## src/verilog/tcc_pkg.sv

```systemverilog
package tcc_pkg;

   // register word offsets (byte addresses, one aligned word each)
   localparam int NUM_CMP = 3;
   localparam logic [2:0][7:0] OFS_CMP_LO = {8'h10, 8'h08, 8'h00};
   localparam logic [2:0][7:0] OFS_CMP_HI = {8'h14, 8'h0c, 8'h04};
   localparam logic [7:0] OFS_CAP_LO = 8'h18;
   localparam logic [7:0] OFS_CAP_HI = 8'h1c;
   localparam logic [7:0] OFS_MASK = 8'h20;
   localparam logic [7:0] OFS_FLAGS = 8'h24;
   localparam logic [7:0] OFS_CTRL = 8'h28;
   localparam logic [7:0] OFS_FORCE = 8'h2c;

   // bit positions shared by mask, flags, vector acknowledge and requests
   localparam int BIT_OVF = 0;
   localparam int BIT_MATCH_A = 1;
   localparam int BIT_CAP = 5;
   localparam logic [7:0] IRQ_BITS = 8'h2f;

   // control register fields
   localparam int CTRL_WIDTH = 4;
   localparam logic [CTRL_WIDTH-1:0] CTRL_RESET = 4'h0;

   localparam logic [15:0] RESET16 = 16'h0000;
   localparam logic [7:0] RESET8 = 8'h00;
   localparam logic [31:0] ZERO32 = 32'h00000000;
   localparam logic [2:0] FORCE_BITS = 3'h7;

   // waveform modes that matter here
   localparam logic [3:0] MODE_NORMAL = 4'h0;
   localparam logic [3:0] MODE_CTC_CMPA = 4'h4;
   localparam logic [3:0] MODE_PFC_CAP = 4'h8;
   localparam logic [3:0] MODE_PC_CAP = 4'ha;
   localparam logic [3:0] MODE_CTC_CAP = 4'hc;
   localparam logic [3:0] MODE_FAST_CAP = 4'he;

   localparam logic [1:0] HTRANS_NONSEQ = 2'h2;

   // filter needs this many equal samples before its output follows
   localparam int FILTER_SAMPLES = 4;

   typedef struct packed {
      logic global_irq_enable;
      logic analog_capture_select;
      logic capture_noise_filter_enable;
      logic capture_edge_select;
   } tcc_ctrl_type;

   typedef struct packed {
      logic write;
      logic [7:0] addr;
   } tcc_bus_req_type;

   typedef enum {TCC_PHASE_IDLE, TCC_PHASE_WRITE, TCC_PHASE_READ} tcc_phase_type;

endpackage

```

## src/verilog/tcc_capture_filter.sv

```systemverilog
`timescale 1ns/1ps
module tcc_capture_filter (
   input wire logic clk,
   input wire logic rst_n,
   input wire logic filter_enable,
   input wire logic raw_in,
   output logic filtered
);
   logic [tcc_pkg::FILTER_SAMPLES-1:0] samples;
   logic [tcc_pkg::FILTER_SAMPLES-1:0] next_samples;
   logic next_filtered;

   always_comb begin
      next_samples = {samples[tcc_pkg::FILTER_SAMPLES-2:0], raw_in};
      next_filtered = filtered;
      if (!filter_enable) begin
         next_filtered = raw_in;
      end else if (&samples) begin
         next_filtered = 1'b1;
      end else if (~|samples) begin
         next_filtered = 1'b0;
      end
   end

   always_ff @(posedge clk or negedge rst_n) begin
      if (!rst_n) begin
         samples <= '0;
         filtered <= 1'b0;
      end else begin
         samples <= next_samples;
         filtered <= next_filtered;
      end
   end
endmodule

```

## src/verilog/tcc_compare_capture.sv

```systemverilog
`timescale 1ns/1ps
// Function
// - three 16-bit compares matched against count
// - compare writes commit through shared high latch
// - capture reads return bytes of one value
// - capture event copies count into capture
// - capture register can serve as top
// - request needs mask, global enable, flag
// - mask bits 5,3,2,1,0; others read zero
// - capture flag on event, or top reached
// - match flag set two cycles after equality
// - forced strobe never sets match flag
// - vector execution clears its flag
// - writing one clears a flag
// - overflow flag follows counter's overflow point
// - flags at bits 5,3,2,1,0
// - edge select: zero falling, one rising
// - capture disabled while capture is top
// - filter waits four equal samples
// - count write blocks next tick's matches
module tcc_compare_capture (
   input wire logic MCLK,
   input wire logic NRST,
   input wire logic HSEL,
   input wire logic [7:0] HADDR,
   input wire logic [1:0] HTRANS,
   input wire logic HWRITE,
   input wire logic [2:0] HSIZE,
   input wire logic [31:0] HWDATA,
   input wire logic HREADY,
   output logic HREADYOUT,
   output logic [31:0] HRDATA,
   output logic HRESP,
   input wire logic [15:0] COUNT,
   input wire logic TIMER_TICK,
   input wire logic COUNT_WRITE,
   input wire logic OVERFLOW_EVENT,
   input wire logic [3:0] WAVE_MODE,
   input wire logic CAPTURE_PIN,
   input wire logic COMPARATOR_OUT,
   input wire logic [7:0] VECTOR_ACK,
   output logic [2:0] COMPARE_EVENT,
   output logic [7:0] IRQ_REQUEST,
   output logic [15:0] CAPTURE_TOP_VALUE,
   output logic CAPTURE_IS_TOP
);
   tcc_pkg::tcc_phase_type phase, next_phase;
   tcc_pkg::tcc_bus_req_type req, next_req;
   tcc_pkg::tcc_ctrl_type ctrl, next_ctrl;
   logic [31:0] next_hrdata;
   logic [15:0] cmp [tcc_pkg::NUM_CMP];
   logic [15:0] next_cmp [tcc_pkg::NUM_CMP];
   logic [15:0] capture_value, next_capture_value;
   logic [7:0] temp, next_temp;
   logic [7:0] mask, next_mask;
   logic [7:0] flags, next_flags;
   logic [7:0] flag_set, flag_clr;
   logic blocked, next_blocked;
   logic [2:0] match_pulse, next_match_pulse;
   logic [2:0] force_pulse, next_force_pulse;
   logic [2:0] next_compare_event;
   logic [2:0] equal;
   logic pin_prev, next_pin_prev;
   logic filtered, cap_src, capture_event, top_reached, non_pwm;
   logic addr_valid, wr_data;
   localparam int BIT_A = tcc_pkg::BIT_MATCH_A;

   assign addr_valid = HSEL && HREADY && (HTRANS == tcc_pkg::HTRANS_NONSEQ);
   assign wr_data = (phase == tcc_pkg::TCC_PHASE_WRITE) && req.write;
   assign HREADYOUT = 1'b1;
   assign HRESP = 1'b0;

   // capture as top in the four capture-top modes
   assign CAPTURE_IS_TOP = (WAVE_MODE == tcc_pkg::MODE_PFC_CAP) ||
      (WAVE_MODE == tcc_pkg::MODE_PC_CAP) || (WAVE_MODE == tcc_pkg::MODE_CTC_CAP) ||
      (WAVE_MODE == tcc_pkg::MODE_FAST_CAP);
   assign CAPTURE_TOP_VALUE = capture_value;
   assign non_pwm = (WAVE_MODE == tcc_pkg::MODE_NORMAL) ||
      (WAVE_MODE == tcc_pkg::MODE_CTC_CMPA) || (WAVE_MODE == tcc_pkg::MODE_CTC_CAP);

   tcc_capture_filter u_filter (
      .clk(MCLK),
      .rst_n(NRST),
      .filter_enable(ctrl.capture_noise_filter_enable),
      .raw_in(CAPTURE_PIN),
      .filtered(filtered)
   );

   // the comparator path bypasses the pin filter
   assign cap_src = ctrl.analog_capture_select ? COMPARATOR_OUT : filtered;
   assign capture_event = !CAPTURE_IS_TOP && (ctrl.capture_edge_select ?
      (cap_src && !pin_prev) : (!cap_src && pin_prev));
   assign top_reached = CAPTURE_IS_TOP && TIMER_TICK && (COUNT == capture_value);

   genvar ch;
   generate
      for (ch = 0; ch < tcc_pkg::NUM_CMP; ch++) begin : g_eq
         assign equal[ch] = (COUNT == cmp[ch]);
      end
   endgenerate

   assign IRQ_REQUEST = mask & flags & {8{ctrl.global_irq_enable}};

   // bus side: address phase captured, reads answered one cycle later
   always_comb begin
      next_phase = tcc_pkg::TCC_PHASE_IDLE;
      next_req = req;
      next_hrdata = tcc_pkg::ZERO32;
      next_temp = temp;
      next_mask = mask;
      next_ctrl = ctrl;
      next_force_pulse = '0;
      next_capture_value = capture_value;
      flag_clr = VECTOR_ACK & tcc_pkg::IRQ_BITS;
      for (int i = 0; i < tcc_pkg::NUM_CMP; i++) begin
         next_cmp[i] = cmp[i];
      end
      if (wr_data) begin
         for (int i = 0; i < tcc_pkg::NUM_CMP; i++) begin
            if (req.addr == tcc_pkg::OFS_CMP_LO[i]) begin
               next_cmp[i] = {temp, HWDATA[7:0]};
            end
         end
         if (req.addr == tcc_pkg::OFS_CAP_LO) begin
            next_capture_value = {temp, HWDATA[7:0]};
         end else if ((req.addr == tcc_pkg::OFS_CAP_HI) || (req.addr == tcc_pkg::OFS_CMP_HI[0]) ||
                      (req.addr == tcc_pkg::OFS_CMP_HI[1]) ||
                      (req.addr == tcc_pkg::OFS_CMP_HI[2])) begin
            next_temp = HWDATA[7:0];
         end else if (req.addr == tcc_pkg::OFS_MASK) begin
            next_mask = HWDATA[7:0] & tcc_pkg::IRQ_BITS;
         end else if (req.addr == tcc_pkg::OFS_FLAGS) begin
            flag_clr = flag_clr | (HWDATA[7:0] & tcc_pkg::IRQ_BITS);
         end else if (req.addr == tcc_pkg::OFS_CTRL) begin
            next_ctrl = HWDATA[tcc_pkg::CTRL_WIDTH-1:0];
         end else if (req.addr == tcc_pkg::OFS_FORCE) begin
            next_force_pulse = HWDATA[2:0] & tcc_pkg::FORCE_BITS & {3{non_pwm}};
         end
      end
      if (capture_event) begin
         next_capture_value = COUNT;
      end
      if (addr_valid) begin
         next_req.write = HWRITE;
         next_req.addr = HADDR;
         next_phase = HWRITE ? tcc_pkg::TCC_PHASE_WRITE : tcc_pkg::TCC_PHASE_READ;
         if (!HWRITE) begin
            if (HADDR == tcc_pkg::OFS_CMP_LO[0]) begin
               next_hrdata[7:0] = cmp[0][7:0];
            end else if (HADDR == tcc_pkg::OFS_CMP_HI[0]) begin
               next_hrdata[7:0] = cmp[0][15:8];
            end else if (HADDR == tcc_pkg::OFS_CMP_LO[1]) begin
               next_hrdata[7:0] = cmp[1][7:0];
            end else if (HADDR == tcc_pkg::OFS_CMP_HI[1]) begin
               next_hrdata[7:0] = cmp[1][15:8];
            end else if (HADDR == tcc_pkg::OFS_CMP_LO[2]) begin
               next_hrdata[7:0] = cmp[2][7:0];
            end else if (HADDR == tcc_pkg::OFS_CMP_HI[2]) begin
               next_hrdata[7:0] = cmp[2][15:8];
            end else if (HADDR == tcc_pkg::OFS_CAP_LO) begin
               next_hrdata[7:0] = capture_value[7:0];
               next_temp = capture_value[15:8];
            end else if (HADDR == tcc_pkg::OFS_CAP_HI) begin
               next_hrdata[7:0] = temp;
            end else if (HADDR == tcc_pkg::OFS_MASK) begin
               next_hrdata[7:0] = mask;
            end else if (HADDR == tcc_pkg::OFS_FLAGS) begin
               next_hrdata[7:0] = flags;
            end else if (HADDR == tcc_pkg::OFS_CTRL) begin
               next_hrdata[tcc_pkg::CTRL_WIDTH-1:0] = ctrl;
            end
         end
      end
   end

   // timer side: a set in the same cycle as a clear keeps the flag
   always_comb begin
      next_blocked = blocked;
      if (COUNT_WRITE) begin
         next_blocked = 1'b1;
      end else if (TIMER_TICK) begin
         next_blocked = 1'b0;
      end
      next_match_pulse = (TIMER_TICK && !blocked) ? equal : 3'h0;
      next_compare_event = match_pulse | force_pulse;
      next_pin_prev = cap_src;
      flag_set = '0;
      flag_set[BIT_A +: 3] = match_pulse;
      flag_set[tcc_pkg::BIT_OVF] = OVERFLOW_EVENT;
      flag_set[tcc_pkg::BIT_CAP] = capture_event || top_reached;
      next_flags = ((flags & ~flag_clr) | flag_set) & tcc_pkg::IRQ_BITS;
   end

   always_ff @(posedge MCLK or negedge NRST) begin
      if (!NRST) begin
         phase <= tcc_pkg::TCC_PHASE_IDLE;
         req <= '0;
         HRDATA <= tcc_pkg::ZERO32;
         for (int i = 0; i < tcc_pkg::NUM_CMP; i++) begin
            cmp[i] <= tcc_pkg::RESET16;
         end
         capture_value <= tcc_pkg::RESET16;
         temp <= tcc_pkg::RESET8;
         mask <= tcc_pkg::RESET8;
         flags <= tcc_pkg::RESET8;
         ctrl <= tcc_pkg::CTRL_RESET;
         blocked <= 1'b0;
         match_pulse <= 3'h0;
         force_pulse <= 3'h0;
         COMPARE_EVENT <= 3'h0;
         pin_prev <= 1'b0;
      end else begin
         phase <= next_phase;
         req <= next_req;
         HRDATA <= next_hrdata;
         for (int i = 0; i < tcc_pkg::NUM_CMP; i++) begin
            cmp[i] <= next_cmp[i];
         end
         capture_value <= next_capture_value;
         temp <= next_temp;
         mask <= next_mask;
         flags <= next_flags;
         ctrl <= next_ctrl;
         blocked <= next_blocked;
         match_pulse <= next_match_pulse;
         force_pulse <= next_force_pulse;
         COMPARE_EVENT <= next_compare_event;
         pin_prev <= next_pin_prev;
      end
   end

   // checks
   a_match_sets_flag: assert property (@(posedge MCLK) disable iff (!NRST)
      TIMER_TICK && !blocked && equal[0] |=> ##1 flags[BIT_A])
      else $error("match A did not set its flag");
   a_match_event: assert property (@(posedge MCLK) disable iff (!NRST)
      match_pulse[1] |=> COMPARE_EVENT[1])
      else $error("match B gave no compare event");
   a_write_blocks_match: assert property (@(posedge MCLK) disable iff (!NRST)
      COUNT_WRITE ##1 (TIMER_TICK && !COUNT_WRITE) |=> match_pulse == 3'h0)
      else $error("match seen on tick after count write");
   a_force_no_flag: assert property (@(posedge MCLK) disable iff (!NRST)
      force_pulse[0] && !match_pulse[0] && !flags[BIT_A] |=> !flags[BIT_A])
      else $error("forced strobe set match flag");
   a_irq_needs_global: assert property (@(posedge MCLK) disable iff (!NRST)
      |IRQ_REQUEST |-> ctrl.global_irq_enable && |(mask & flags))
      else $error("request without enable");
   a_irq_follows: assert property (@(posedge MCLK) disable iff (!NRST)
      ctrl.global_irq_enable && mask[BIT_A] && flags[BIT_A] |->
      IRQ_REQUEST[BIT_A])
      else $error("match A request missing");
   a_mask_reserved: assert property (@(posedge MCLK) disable iff (!NRST)
      addr_valid && !HWRITE && HADDR == tcc_pkg::OFS_MASK |=>
      HRDATA[7:6] == 2'h0 && !HRDATA[4])
      else $error("mask reserved bits read nonzero");
   a_mask_write: assert property (@(posedge MCLK) disable iff (!NRST)
      wr_data && req.addr == tcc_pkg::OFS_MASK |=>
      mask == ($past(HWDATA[7:0]) & tcc_pkg::IRQ_BITS))
      else $error("mask write kept a reserved bit");
   // flag and copy land on the same edge, so both are seen one cycle on
   a_capture_copy: assert property (@(posedge MCLK) disable iff (!NRST)
      capture_event |=> capture_value == $past(COUNT) && flags[tcc_pkg::BIT_CAP])
      else $error("capture did not copy count");
   a_capture_latch: assert property (@(posedge MCLK) disable iff (!NRST)
      addr_valid && !HWRITE && HADDR == tcc_pkg::OFS_CAP_LO |=>
      temp == $past(capture_value[15:8]))
      else $error("capture low read did not fill latch");
   a_capture_off_top: assert property (@(posedge MCLK) disable iff (!NRST)
      CAPTURE_IS_TOP |-> !capture_event)
      else $error("capture while capture is top");
   a_top_flag: assert property (@(posedge MCLK) disable iff (!NRST)
      top_reached |=> flags[tcc_pkg::BIT_CAP])
      else $error("top reached without capture flag");
   a_overflow_sets: assert property (@(posedge MCLK) disable iff (!NRST)
      OVERFLOW_EVENT |=> flags[tcc_pkg::BIT_OVF])
      else $error("overflow did not set its flag");
   a_flags_reserved: assert property (@(posedge MCLK) disable iff (!NRST)
      (flags & ~tcc_pkg::IRQ_BITS) == tcc_pkg::RESET8)
      else $error("reserved flag bit set");
   a_w1c_clear: assert property (@(posedge MCLK) disable iff (!NRST)
      wr_data && req.addr == tcc_pkg::OFS_FLAGS && HWDATA[tcc_pkg::BIT_OVF] && !OVERFLOW_EVENT
      |=> !flags[tcc_pkg::BIT_OVF])
      else $error("write one did not clear overflow flag");
   a_set_beats_clear: assert property (@(posedge MCLK) disable iff (!NRST)
      VECTOR_ACK[tcc_pkg::BIT_OVF] && OVERFLOW_EVENT |=> flags[tcc_pkg::BIT_OVF])
      else $error("clear won over set");
   a_vector_clear: assert property (@(posedge MCLK) disable iff (!NRST)
      VECTOR_ACK[tcc_pkg::BIT_OVF] && !OVERFLOW_EVENT && !wr_data
      |=> !flags[tcc_pkg::BIT_OVF])
      else $error("vector did not clear flag");
   a_atomic_write: assert property (@(posedge MCLK) disable iff (!NRST)
      wr_data && req.addr == tcc_pkg::OFS_CMP_LO[0] |=>
      cmp[0] == {$past(temp), $past(HWDATA[7:0])})
      else $error("compare A not written as one word");

   c_capture: cover property (@(posedge MCLK) disable iff (!NRST) capture_event);
   c_top: cover property (@(posedge MCLK) disable iff (!NRST) top_reached);
   c_match_flag: cover property (@(posedge MCLK) disable iff (!NRST) $rose(flags[BIT_A]));
   c_irq: cover property (@(posedge MCLK) disable iff (!NRST) |IRQ_REQUEST);
   c_blocked_tick: cover property (@(posedge MCLK) disable iff (!NRST) blocked && TIMER_TICK);
endmodule

```

## config.mk

```make
export PLATFORM = sky130hd
export DESIGN_NAME = tcc_compare_capture
export DESIGN_NICKNAME = d
export VERILOG_FILES = /design/src/verilog/tcc_pkg.sv /design/src/verilog/tcc_capture_filter.sv /design/src/verilog/tcc_compare_capture.sv
export SDC_FILE = /design/constraint.sdc
export NUM_CORES = 1
export LEC_CHECK = 0
export BUFFER_PORTS_ARGS = -buffer_cell sky130_fd_sc_hd__buf_4
export CAP_MARGIN = 30
export CORE_UTILIZATION = 40
export CTS_CLUSTER_SIZE = 28
export DETAILED_ROUTE_END_ITERATION = 6
export HOLD_SLACK_MARGIN = 0.1
export PLACE_DENSITY = 0.68
export SLEW_MARGIN = 15
export SYNTH_ARGS = -nofsm -noshare
export SYNTH_HDL_FRONTEND = slang
export SYNTH_SLANG_ARGS = --single-unit
```

## constraint.sdc

```tcl
create_clock -name MCLK -period 2.2 [get_ports MCLK]
set_input_delay 0.33 -clock MCLK [delete_from_list [all_inputs] [get_ports MCLK]]
set_output_delay 0.33 -clock MCLK [all_outputs]
set_load 0.005 [all_outputs]
```

# Word level (Yosys, flattened, before mapping)
# Index checks and enable logic that the tools add are counted.
# Widths: inputs -> output; s select.
# word_totals
register_bits	151
latchBits	0
ram_bits	0
rom_bits	0
input_bits	83
output_inout_bits	62
n_memories	0
# op_classes
n_addsub	0
mul	0
div_mod_pow	0
n_lt_le_gt_ge	0
eq_ne	33
shift	0
muxes	51
n_bitwise	12
reduce_logical	36
# ops
cell	count
$mux 8	22
$eq 16x16->1	4
$eq 8x5->1 const B	8
$eq 8x6->1 const B	7
$mux 16	3
$mux 6	6
$eq 32x2->1 const B	1
$eq 8x4->1 const B	4
$mux 3	8
$eq 4x4->1 const B	4
$eq 8x3->1 const B	2
$logic_not 8->1	2
$and 6x6->6	2
$or 6x6->6	2
$logic_and 1x1->1	9
$logic_or 1x1->1	9
$and 6x8->8	1
$mux 4	2
$reduce_and 2->1	4
$reduce_and 4->1	2
$mux 1	7
$mux 2	3
$not 6->6	1
$reduce_and 6->1	1
10 further kinds	18

# Depth between registers and ports, before layout
# logic_depth
word_depth	16
mapped_depth	7

# Modules after synthesis
# From an unflattened synthesis, not the netlist that was laid out.
# unflattened
cells_unflattened	602
hier_area_um2	6690.2
# modules_own_cells
mod	instances	cells_each	area_each_um2	seq_area_each_um2
tcc_compare_capture	1	592	6535.0	2902.8
tcc_capture_filter	1	10	155.1	125.1

# Least setup slack after synthesis
# No wires, ideal clock.
# synth_timing
path_kind	reg2reg
start	reg req[7] in the netlist's numbering
end	reg cmp[38] in the netlist's numbering
setup_ps	128
arrival_ps	1794
slack_ps	279
path_stages_with_launch	7
path_buffers	1
path_cell_list	dfrtp_1 -> nand4bb_1 -> nor3_2 -> nand2_1 -> nor3_4 -> buf_4 -> mux2_1
# synth_via
elab_chain_len	2
# synth_lines
item	line	rtl
from (decl)	tcc_compare_capture.sv:48	tcc_pkg::tcc_bus_req_type req, next_req;
from (signal assigned)	tcc_compare_capture.sv:214	req <= next_req;
$logic_not 8->1	tcc_compare_capture.sv:120	if (req.addr == tcc_pkg::OFS_CMP_LO[i]) begin
$reduce_and 2->1 (no source line)	--	
to (signal, indexed assignment)	tcc_compare_capture.sv:200	cmp[i] <= tcc_pkg::RESET16;
to (signal, indexed assignment)	tcc_compare_capture.sv:217	cmp[i] <= next_cmp[i];
to (decl)	tcc_compare_capture.sv:51	logic [15:0] cmp [tcc_pkg::NUM_CMP];
# Every way passes these cells.
# A chain may end at the register's enable or synchronous reset.

# Worst setup path in the final report
# layout_timing
start	reg capture_value[4] (netlist: CAPTURE_TOP_VALUE[4])
end	reg flags[5]
# layout_via
elab_chain_len	4
# layout_lines
item	line	rtl
from (decl)	tcc_compare_capture.sv:53	logic [15:0] capture_value, next_capture_value;
from (signal assigned)	tcc_compare_capture.sv:202	capture_value <= tcc_pkg::RESET16;
from (signal assigned)	tcc_compare_capture.sv:219	capture_value <= next_capture_value;
$eq 16x16->1	tcc_compare_capture.sv:93	assign top_reached = CAPTURE_IS_TOP && TIMER_TICK && (COUNT == capture_value);
$logic_and 1x1->1	tcc_compare_capture.sv:93	
$logic_or 1x1->1	tcc_compare_capture.sv:190	flag_set[tcc_pkg::BIT_CAP] = capture_event || top_reached;
$or 6x6->6	tcc_compare_capture.sv:191	next_flags = ((flags & ~flag_clr) | flag_set) & tcc_pkg::IRQ_BITS;
named net next_flags[5]	tcc_compare_capture.sv:56	logic [7:0] flags, next_flags;
to (signal assigned)	tcc_compare_capture.sv:205	flags <= tcc_pkg::RESET8;
to (signal assigned)	tcc_compare_capture.sv:222	flags <= next_flags;
to (decl)	tcc_compare_capture.sv:56	
# The timed path passes the listed nets, and every way through them passes these cells.

==> results_dict.tcl <==
set metrics [dict create \
    pwr-share-clk_pct 44.8 \
    register_area_um2 3030 \
    routed_wirelength_um 18400 \
    top_usage_layer "met2" \
    h-tree-depth 4 \
    yosysUniqueCellTypes 64 \
    finalClockSkew_ns 0.00924 \
    ys_warn_count 0 \
    cts_made_buffers 17 \
    whs_ns 0.132 \
    synth.top_cell.area_share_pct 45.3 \
    clkLatencyLatePin_ns 0.42 \
    nNetsFinal 785 \
    numPortBuffers 85 \
    ys_seq_area_share_pct 45.3 \
    synth-main-ff-cell "dfrtp_1" \
    cellPowerDensity_nw_per_um2 780 \
    p_int_mw 4.62 \
    vdd_ir_drop_max_mv 0.485 \
    crit_path_end_kind "register" \
    fin_crit_sh_pct 90.7 \
    wire_per_inst_um 19.8 \
    cp_slowest_cell "or4_1" \
    tritoncts "yes" \
    syn_area_um2 6690 \
    hold_viol_final 0 \
    swShare_pct 27.1 \
    sequentialPowerShare_pct 41.0 \
    timing.fmax_mhz 501 \
    clock_sinks 121 \
    cp_cell_sequence "xor2_1, nor4_1, nand4_1, or4_1, nand3_1" \
    critPathArrivalTime_ns 2.34 \
    grt_pass1_vias 5260 \
    outcome "finished, final reports clean" \
    worst_pin_slew_ns 0.572 \
    max_stage_delay_ns 0.62 \
    avgSynthCellArea_um2 10.9 \
    path_max_fanout 4 \
    comb_power_share_pct 14.2 \
    gp_congestion 0.903 \
    core_area_um2 16100 \
    die_w_um 131 \
    track_usage_pct 22.3 \
    finalSetupTns_ns 0 \
    num_vias 5066 \
    clkTransAtPathRegs_ns 0.06 \
    postSynthCellCount 615 \
    power.leakage_nw 3.93 \
    drive_gt1_share_pct 28.7 \
    ant_nets 0 \
    path_class "register to register" \
    dpl_cell_area_um2 7490 \
    multi_input_area_um2 3320 \
    design_area_um2 8130 \
    gr-usage-met1_pct 28.7 \
    synth_commonest_cells "dfrtp_1 (121), xor2_1 (52), a21oi_1 (39), mux2_2 (39), nor2_1 (36)" \
    vias_per_cell 5.44 \
    n_fill_cell 1493 \
    switching_power_mw 1.72 \
    cp.required_ns 2.55 \
    clk_path_buf_depth 2 \
    rsz0062_at_grt "false" \
    ys_ff_latch 121 \
    slew_violations 0 \
    antenna_found_initial 0 \
    use_met3_pct 5.02 \
    finalCriticalPeriod_ns 2.00 \
    dieArea_um2 17200 \
    synth_edf_count 0 \
    die_y_um 131 \
    grt_overflow 0 \
    grt_max_degree 80 \
    slew_headroom_pct 61.5 \
    grt_pass1_wl_um 29400 \
    async_flop_share_pct 100 \
    finalSetupViolCount 0 \
    drt_iter0_drc 317 \
    dp_hpwl_um 13400 \
    drtPass1Iterations 5 \
    synth_area_leaders "dfrtp_1 (45%), xor2_1 (6.8%), mux2_2 (6.6%)" \
    cap_viol_max_count 0 \
    area_growth_pct 21.5 \
    hold_path.class "input port to register" \
    startpoint_type "register" \
    antennaDiodeCount 0 \
    drcViolationCount 0 \
    start_util_pct 41.5 \
    synth.most_common_cell "dfrtp_1" \
    num_rows 46 \
    clockRootBuffer "clkbuf_16" \
    yosysTopAreaCell "dfrtp_1" \
    met2_usage_pct 35.9 \
    ios 145 \
]
==> power by group through the flow <==
stage | logic, mW | registers [mW] | clock network [mW]
after CTS | 0.907 | 2.60 | 2.88
after global routing | 0.981 | 2.62 | 3.00
after global placement | 0.878 | 2.62 | 0
after floorplan | 0.534 | 2.57 | 0
after detailed placement | 0.894 | 2.63 | 0
final | 0.902 | 2.60 | 2.84
==> cells in the final DEF (no fill, tap or decap), types with 8 or more instances in the layout <==
cell         n
a21oi_1     39
xor2_1      52
xnor2_1     12
o21ai_0     11
conb_1      29
buf_4      104
nor3_1       8
mux2_1      31
inv_1       14
clkbuf_16   17
mux2i_1     35
nand2_1     25
dfrtp_1    121
mux2_2      39
nor2_1      36
nor4_1      10
nand4_1      9
nor2b_1      8
==> worst paths after layout <==
check / start / endpoint / slack (ns) / depth (start not counted)
min in group asynchronous: NRST / CAPTURE_TOP_VALUE[3] / 0.32 / 2
max reg2reg: CAPTURE_TOP_VALUE[4] / flags[5] / 0.20 / 5
max: CAPTURE_TOP_VALUE[4] / flags[5] / 0.20 / 5
max in group asynchronous: NRST / cmp[40] / 1.19 / 3
min reg2reg: u_filter.samples[1] / u_filter.samples[2] / 0.38 / 0
min: OVERFLOW_EVENT / flags[0] / 0.13 / 2
==> registers in the layout (all words and copies together) (netlist names), 5 cells and up <==
signal / cells
flags: 5
mask: 5
CAPTURE_TOP_VALUE: 16
temp: 8
req: 9
cmp: 48
HRDATA: 8
==> cell families (layout without fill, tap and decap cells) <==
logic type | count (synthesis) | after routing | synth area share, %
and+or+nand+nor | 145 | 145 | 12.6
DFF | 121 | 121 | 45.3
AOI/OAI and AO/OA | 92 | 92 | 8.92
other | 2 | 29 | 0.112
muxes | 108 | 108 | 18.0
buffers and inverters | 83 | 156 | 6.66
xor gates and xnor gates | 64 | 64 | 8.38
==> what timing repair did <==
| action | CTS | global route |
|---|---|---|
| endpoints found under the setup margin | 0 | 0 |
| buffers inserted | 0 | 0 |
| gates resized for setup | 0 | 0 |
| hold buffers | 3 | 0 |
| endpoints found under the hold margin | 15 | 0 |
==> metrics by stage <==
| stage | utilization, % | total power [mW] | instances | setup WS (ns) |
|---|---|---|---|---|
| after floorplan | - | 3.10 | 642 | 0.279 |
| after global placement | 46.5 | 3.50 | 896 | 0.156 |
| after detailed placement | 46.5 | 3.53 | 896 | 0.133 |
| after CTS | 50.4 | 6.38 | 931 | 0.157 |
| after global routing | 50.4 | 6.60 | 931 | 0.109 |
| final | 50.4 | 6.34 | 931 | 0.205 |
==> area by class of cell <==
type | count | area share, %
Sequential cell | 121 | 37.3
Inverter | 15 | 0.693
Timing Repair Buffer | 109 | 10.5
Tap cell | 216 | 3.33
Multi-Input combinational cell | 438 | 40.8
Clock inverter | 14 | 2.14
Clock buffer | 18 | 5.28
==> layer usage <==
| metal | part of all wire [%] | vias up |
|---|---|---|
| met1 | 44 | 2548 |
| li1 | - | 2285 |
| met5 | 0 | - |
| met2 | 48 | 191 |
| met3 | 4.8 | 42 |
| met4 | 2.8 | 0 |
==> critical path, delay by kind of cell (launching register included) <==
kind | cells | cell delay [ns]
simple gates | 4 | 1.30
xor+xnor | 1 | 0.19
flops | 1 | 0.44
Power figures use the tool's default switching activity.
